## src/logic/fcsr_map.svh

```systemverilog
// bit positions, reset values and write masks of the fpu control/status/tag bank
`ifndef FCSR_MAP_SVH
`define FCSR_MAP_SVH
`define FCSR_STAT_BUSY_COPY   15
`define FCSR_STAT_CC_HIGH     14
`define FCSR_STAT_TOP_MSB     13
`define FCSR_STAT_TOP_LSB     11
`define FCSR_STAT_CC_LOW_MSB  10
`define FCSR_STAT_CC_LOW_LSB  8
`define FCSR_STAT_ERR_SUM     7
`define FCSR_STAT_STK_FAULT   6
`define FCSR_EXC_MSB          5
`define FCSR_EXC_INVALID      0
`define FCSR_CTRL_RND_MSB     11
`define FCSR_CTRL_RND_LSB     10
`define FCSR_CTRL_PREC_MSB    9
`define FCSR_CTRL_PREC_LSB    8
`define FCSR_CTRL_WMASK       16'h0F3F
`define FCSR_CTRL_RESET       16'h037F
`define FCSR_STAT_RESET       16'h0000
`define FCSR_TAG_RESET        16'hFFFF
`define FCSR_CLASS_VALID      2'h0
`define FCSR_CLASS_ZERO       2'h1
`define FCSR_CLASS_SPECIAL    2'h2
`define FCSR_CLASS_EMPTY      2'h3
`endif

```

## src/logic/fcsr_pkg.sv

```systemverilog
// types shared by the fpu control/status/tag bank
package fcsr_pkg;
    typedef enum logic [1:0] {
        ENV_SEL_CTRL,
        ENV_SEL_STATUS,
        ENV_SEL_TAG,
        ENV_SEL_NONE
    } fcsr_env_sel_t;

    typedef struct packed {
        logic          rd;
        logic          wr;
        fcsr_env_sel_t sel;
        logic [15:0]   wdata;
    } fcsr_env_req_t;

    typedef struct packed {
        logic       valid;
        logic [2:0] idx;
        logic       empty;
        logic       zero;
        logic       denormal;
        logic       infinity;
        logic       qnan;
        logic       snan;
        logic       unsupported;
    } fcsr_class_upd_t;
endpackage

```

## src/logic/fcsr_regs.sv

```systemverilog
// fpu tag word, status word and mode control word with environment save/restore port
`include "fcsr_map.svh"

// Notes on behaviour
// - eight 2-bit class fields, reg7 on top
// - hardware reclasses fields; encoding 2 is special
// - status bit 15 mirrors error summary
// - status bits 13:11 hold stack top
// - condition codes at 14 and 10:8
// - unmasked exception sets error summary
// - status bit 6 flags stack fault
// - bits 5:0 are sticky exception flags
// - control bits 5:0 mask exception traps
// - control bits 11:10 select rounding
// - control bits 9:8 select precision
// - control word changed only via environment restore; status and tags also by datapath events
module fcsr_regs
    import fcsr_pkg::*;
(
    // clock and reset
    input  wire logic            mclk_in,
    input  wire logic            resetn_in,
    // environment store/restore sequencer
    input  wire fcsr_env_req_t   env_req_in,
    output logic [15:0]          env_rdata_out,
    output logic                 env_rvalid_out,
    // datapath events
    input  wire fcsr_class_upd_t class_upd_in,
    input  wire logic            stk_push_in,
    input  wire logic            stk_pop_in,
    input  wire logic            cc_wr_in,
    input  wire logic [3:0]      cc_in,
    input  wire logic            exc_valid_in,
    input  wire logic [5:0]      exc_flags_in,
    // mode and trap outputs
    output logic [1:0]           rounding_select_out,
    output logic [1:0]           precision_select_out,
    output logic [2:0]           stack_top_out,
    output logic                 trap_req_out
);
    logic [15:0] tags_ff;
    logic [15:0] nxt_tags;
    logic [15:0] ctrl_ff;
    logic [15:0] nxt_ctrl;
    logic [2:0]  top_ff;
    logic [2:0]  nxt_top;
    logic [3:0]  cc_ff;
    logic [3:0]  nxt_cc;
    logic        err_sum_ff;
    logic        nxt_err_sum;
    logic        fault_ff;
    logic        nxt_fault;
    logic [5:0]  exc_ff;
    logic [5:0]  nxt_exc;
    logic [15:0] rdata_ff;
    logic        rvalid_ff;

    function automatic logic [1:0] classify(input fcsr_class_upd_t u);
        logic [1:0] c;
        c = `FCSR_CLASS_VALID;
        if (u.empty) begin
            c = `FCSR_CLASS_EMPTY;
        end else if (u.denormal | u.infinity | u.qnan | u.snan | u.unsupported) begin
            c = `FCSR_CLASS_SPECIAL;
        end else if (u.zero) begin
            c = `FCSR_CLASS_ZERO;
        end
        return c;
    endfunction

    function automatic logic [1:0] field(input logic [15:0] t, input logic [2:0] i);
        return t[{i, 1'b0} +: 2];
    endfunction

    // decode of the environment port
    wire         wr_ctrl   = env_req_in.wr && env_req_in.sel == ENV_SEL_CTRL;
    wire         wr_status = env_req_in.wr && env_req_in.sel == ENV_SEL_STATUS;
    wire         wr_tag    = env_req_in.wr && env_req_in.sel == ENV_SEL_TAG;
    wire [15:0]  wd        = env_req_in.wdata;

    // stack movement and fault detection
    wire [2:0]   push_top  = top_ff - 3'h1;
    wire [2:0]   pop_top   = top_ff + 3'h1;
    wire         push_ok   = stk_push_in && !stk_pop_in;
    wire         pop_ok    = stk_pop_in && !stk_push_in;
    wire         stk_fault = (push_ok && field(tags_ff, push_top) != `FCSR_CLASS_EMPTY)
                           || (pop_ok && field(tags_ff, top_ff) == `FCSR_CLASS_EMPTY);
    wire [5:0]   exc_evt   = (exc_valid_in ? exc_flags_in : 6'h00)
                           | {5'h00, stk_fault};
    wire         err_set   = |(exc_evt & ~ctrl_ff[`FCSR_EXC_MSB:`FCSR_EXC_INVALID]);

    wire [15:0]  status_word = {err_sum_ff, cc_ff[3], top_ff, cc_ff[2:0],
                                err_sum_ff, fault_ff, exc_ff};

    always_comb begin
        nxt_tags = wr_tag ? wd : tags_ff;
        if (class_upd_in.valid) begin
            nxt_tags[{class_upd_in.idx, 1'b0} +: 2] = classify(class_upd_in);
        end
    end

    // restore loads a field, flag events are or-ed on top so a set is never lost; tag, cc and top events override it
    // sticky exception flags
    assign nxt_exc  = (wr_status ? wd[`FCSR_EXC_MSB:`FCSR_EXC_INVALID] : exc_ff) | exc_evt;
    assign nxt_err_sum = (wr_status ? wd[`FCSR_STAT_ERR_SUM] : err_sum_ff) | err_set;
    assign nxt_fault   = (wr_status ? wd[`FCSR_STAT_STK_FAULT] : fault_ff) | stk_fault;
    assign nxt_cc   = cc_wr_in ? cc_in
                    : wr_status ? {wd[`FCSR_STAT_CC_HIGH],
                                   wd[`FCSR_STAT_CC_LOW_MSB:`FCSR_STAT_CC_LOW_LSB]}
                    : cc_ff;
    assign nxt_top  = push_ok ? push_top
                    : pop_ok ? pop_top
                    : wr_status ? wd[`FCSR_STAT_TOP_MSB:`FCSR_STAT_TOP_LSB]
                    : top_ff;
    assign nxt_ctrl = wr_ctrl ? (wd & `FCSR_CTRL_WMASK) : ctrl_ff;

    wire [15:0]  rd_mux = env_req_in.sel == ENV_SEL_CTRL   ? ctrl_ff
                        : env_req_in.sel == ENV_SEL_STATUS ? status_word
                        : env_req_in.sel == ENV_SEL_TAG    ? tags_ff
                        : 16'h0000;

    always_ff @(posedge mclk_in or negedge resetn_in) begin
        if (!resetn_in) begin
            tags_ff <= `FCSR_TAG_RESET;
            ctrl_ff <= `FCSR_CTRL_RESET;
            top_ff  <= 3'h0;
            cc_ff   <= 4'h0;
            err_sum_ff <= 1'b0;
            fault_ff   <= 1'b0;
            exc_ff  <= 6'h00;
        end else begin
            tags_ff <= nxt_tags;
            ctrl_ff <= nxt_ctrl;
            top_ff  <= nxt_top;
            cc_ff   <= nxt_cc;
            err_sum_ff <= nxt_err_sum;
            fault_ff   <= nxt_fault;
            exc_ff  <= nxt_exc;
        end
    end

    // store data is registered so the output comes from a flop
    always_ff @(posedge mclk_in or negedge resetn_in) begin
        if (!resetn_in) begin
            rdata_ff  <= 16'h0000;
            rvalid_ff <= 1'b0;
        end else begin
            rdata_ff  <= env_req_in.rd ? rd_mux : rdata_ff;
            rvalid_ff <= env_req_in.rd;
        end
    end

    assign env_rdata_out        = rdata_ff;
    assign env_rvalid_out       = rvalid_ff;
    assign rounding_select_out  = ctrl_ff[`FCSR_CTRL_RND_MSB:`FCSR_CTRL_RND_LSB];
    assign precision_select_out = ctrl_ff[`FCSR_CTRL_PREC_MSB:`FCSR_CTRL_PREC_LSB];
    assign stack_top_out        = top_ff;
    // trap request follows the error summary; delivery is outside this block
    assign trap_req_out         = err_sum_ff;
endmodule

```

## config.mk

```make
export PLATFORM = sky130hd
export DESIGN_NAME = fcsr_regs
export DESIGN_NICKNAME = d
export VERILOG_FILES = /design/src/logic/fcsr_pkg.sv /design/src/logic/fcsr_regs.sv
export VERILOG_INCLUDE_DIRS = /design/src /design/src/logic
export SDC_FILE = /design/constraint.sdc
export NUM_CORES = 1
export LEC_CHECK = 0
export BUFFER_PORTS_ARGS = -buffer_cell sky130_fd_sc_hd__buf_2
export CORE_MARGIN = 2
export CORE_UTILIZATION = 25
export DETAILED_ROUTE_END_ITERATION = 10
export HOLD_SLACK_MARGIN = 0.05
export PLACE_DENSITY = 0.5
export SLEW_MARGIN = 20
export SYNTH_ARGS = -nofsm -noshare
export SYNTH_HDL_FRONTEND = slang
export SYNTH_SLANG_ARGS = --single-unit
```

## constraint.sdc

```tcl
create_clock -name mclk_in -period 3 [get_ports mclk_in]
set_input_delay 0.45 -clock mclk_in [delete_from_list [all_inputs] [get_ports mclk_in]]
set_output_delay 0.45 -clock mclk_in [all_outputs]
set_load 0.01 [all_outputs]
```

==> flow_metrics.env <==
export IMPL_status="finished clean"
export IMPL_core_area_sq_um=12700
export IMPL_end_kind="register"
export IMPL_start_util_pct=25.7
export IMPL_synthCells=334
export IMPL_dp_slack_ns=0.635
export IMPL_rows=41
export IMPL_synth_nets=385
export IMPL_fin_nets=451
export IMPL_place_congestion=0.877
export IMPL_grt_pass1_wl_mm=15.5
export IMPL_cts_tree="done"
export IMPL_port_buffers=71
export IMPL_synth_warnings=0
export IMPL_grt_ovfl_total=0
export IMPL_dieWidth_microns=118
export IMPL_ys_seq_area_share_pct=46.0
export IMPL_htreeDepth=3
export IMPL_synth_edf_count=0
export IMPL_cts_made_buffers=9
export IMPL_fp_dieArea_sq_um=14000
export IMPL_power_density_nw_per_um2=701
export IMPL_finalSetupViolations=0
export IMPL_synth_async_reset_ratio_pct=100
export IMPL_ioPinCount=72
export IMPL_period_needed_ns=2.41
export IMPL_synth_distinct_cells=48
export IMPL_setup_ws_ns=0.592
export IMPL_post_synth_top_area_fraction_pct=26.0
export IMPL_wl_per_cell_microns=16.7
export IMPL_maxCapViolCount=0
export IMPL_n_antenna_cell=0
export IMPL_cp_start_kind="register"
export IMPL_hold_viol=0
export IMPL_drv_slew=0
export IMPL_nFillCells=1410
export IMPL_post_synth_top_count_cell="a21oi_1"
export IMPL_fin_setup_tns_ns=0
export IMPL_cts_setup_buffers=0
export IMPL_r2r_cells=7
export IMPL_path_clk_slew_ns=0.05
export IMPL_hold_class="in -> async"
export IMPL_yosysTopAreaCell="dfrtp_1"
export IMPL_clk_path_buf_depth=2
export IMPL_vdd_drop_max_mv=0.286
export IMPL_cts_root_buf="clkbuf_16"
export IMPL_leakage_nw=1.76
export IMPL_layout_drive_gt1_share_pct=34.8
export IMPL_clock_skew_ns=0.00303
export IMPL_viasPerCell=4.79
export IMPL_grt_max_degree=60
export IMPL_period_share_pct=80.3
export IMPL_worst_slew_pin_slew_ns=0.977
export IMPL_grt_pass1_vias=2799
export IMPL_clock_sinks=59
export IMPL_ys_top_cells_by_count="43 x a21oi_1, 39 x nor2_1, 34 x dfrtp_1, 25 x dfstp_2, 20 x nand2_1"
export IMPL_grt_use_total_pct=14.1
export IMPL_syn_area_sq_um=3270
export IMPL_drc=0
export IMPL_synthFlopType="dfrtp_1"
export IMPL_clock_latency_ns=0.32
export IMPL_wirelength_mm=9.63
export IMPL_avgSynthCellArea_sq_um=9.80
export IMPL_yosys_top_cells_area="dfrtp_1 26%, dfstp_2 20%, a21oi_1 6.6%"
export IMPL_antenna_found_initial=0
export IMPL_drtIter0Drc=189
export IMPL_max_freq_mhz=415
export IMPL_required_ns=3.24
export IMPL_dr_total_vias=2764
export IMPL_cp_arrival_ns=2.64
export IMPL_firstDrtPassIters=4
export IMPL_path_class="reg -> reg"
export IMPL_synth_seq_cells=59
export IMPL_rsz0062_at_grt="false"
export IMPL_hold_buffers=0
export IMPL_dp_hpwl_mm=7.07
export IMPL_cp_max_fo=18
export IMPL_ant_nets=0
export IMPL_synthToLayoutAreaGrowth_pct=23.1
export IMPL_relSlewSlack_pct=34.6
export IMPL_cts_repair_resized=0
export IMPL_die_y_microns=118
==> sequential cells by signal, indices dropped and copies added, names as in the netlist <==
register        cells
cc_ff               4
ctrl_ff            11
env_rdata_out      16
env_rvalid_out      1
exc_ff              6
fault_ff            1
stack_top_out       3
tags_ff            16
trap_req_out        1
==> critical path: stages, from the launching register on <==
cell       delay (ns)
dfrtp_1          0.71
inv_1            0.10
ha_1             0.47
nand3b_1         0.16
a21oi_1          0.08
a2111oi_2        0.35
and4bb_4         0.29
o221ai_2         0.16
==> metrics by stage <==
step | instance area (sq um) | utilization (%) | std cells | total power, mW | hold slack, ns
final | 4030 | 31.7 | 577 | 2.82 | 0.281
after global placement | 3730 | 29.4 | 561 | 1.81 | 0.475
after floorplan | 3270 | - | 334 | 1.60 | 0.154
after detailed placement | 3730 | 29.4 | 561 | 1.82 | 0.480
after global routing | 4030 | 31.7 | 577 | 2.98 | 0.354
after CTS | 4030 | 31.7 | 577 | 2.85 | 0.308
==> power by group <==
group	switching, mW	internal (mW)
combinational	0.347	0.301
clock	0.353	0.660
sequential	0.165	0.997
==> cell families (layout without fill, tap and decap cells) <==
| kind of cell | after synthesis | in the layout | synth area share (%) |
|---|---|---|---|
| AOI/OAI and AO/OA | 98 | 98 | 19.4 |
| adders and majority gates | 4 | 4 | 1.53 |
| and+or+nand+nor | 107 | 107 | 16.4 |
| xor gates and xnor gates | 1 | 1 | 0.268 |
| buffers and inverters | 34 | 105 | 6.00 |
| DFF | 59 | 59 | 46.0 |
| muxes | 31 | 31 | 10.4 |
==> per-layer routing <==
metal	global-route usage [%]	wire, microns	vias to the layer above	part of all wire (%)
li1	-	-	1341	-
met1	20.0	4740	1326	49
met2	21.1	4250	87	44
met3	3.43	512	10	5.3
met4	4.39	129	0	1.3
met5	0	0	-	0
==> cell type report <==
cell class	instances	area, sq um	share of cell area, %
tap	172	215	5.34
clock inverter	5	52.6	1.30
sequential	59	1510	37.4
timing repair buffer	76	393	9.75
clock buffer	11	243	6.02
multi-input combinational	241	1570	39.0
inverter	13	48.8	1.21
==> path summary, 6_finish.rpt <==
check,start,end,slack (ns)
min,resetn_in,env_rdata_out[14]$_DFFE_PN0P_,0.28
min in group mclk_in,cc_in[3],cc_ff[3]$_DFFE_PN0P_,0.35
min reg2reg,ctrl_ff[6]$_DFFE_PN1P_,ctrl_ff[6]$_DFFE_PN1P_,0.48
max reg2reg,stack_top_out[0]$_DFFE_PN0P_,trap_req_out$_DFF_PN0_,0.59
max,stack_top_out[0]$_DFFE_PN0P_,trap_req_out$_DFF_PN0_,0.59
max in group asynchronous,resetn_in,cc_ff[1]$_DFFE_PN0P_,2.20
==> cells in the final DEF, fill, tap and decap left out, types with 6 or more instances in the layout <==
| master | Yosys | layout |
|---|---|---|
| dfrtp_1 | 34 | 34 |
| buf_2 | 5 | 71 |
| nand3_1 | 10 | 10 |
| and3_1 | 12 | 12 |
| nand2_1 | 20 | 20 |
| o21ai_0 | 9 | 9 |
| nor2_1 | 39 | 39 |
| a21oi_1 | 43 | 43 |
| o21ai_1 | 7 | 7 |
| a211oi_1 | 13 | 13 |
| mux2_2 | 13 | 13 |
| and2_1 | 6 | 6 |
| inv_1 | 13 | 13 |
| clkbuf_16 | 0 | 9 |
| mux2i_1 | 16 | 16 |
| dfstp_2 | 25 | 25 |
Note: power is estimated with default switching activity, not from simulation.
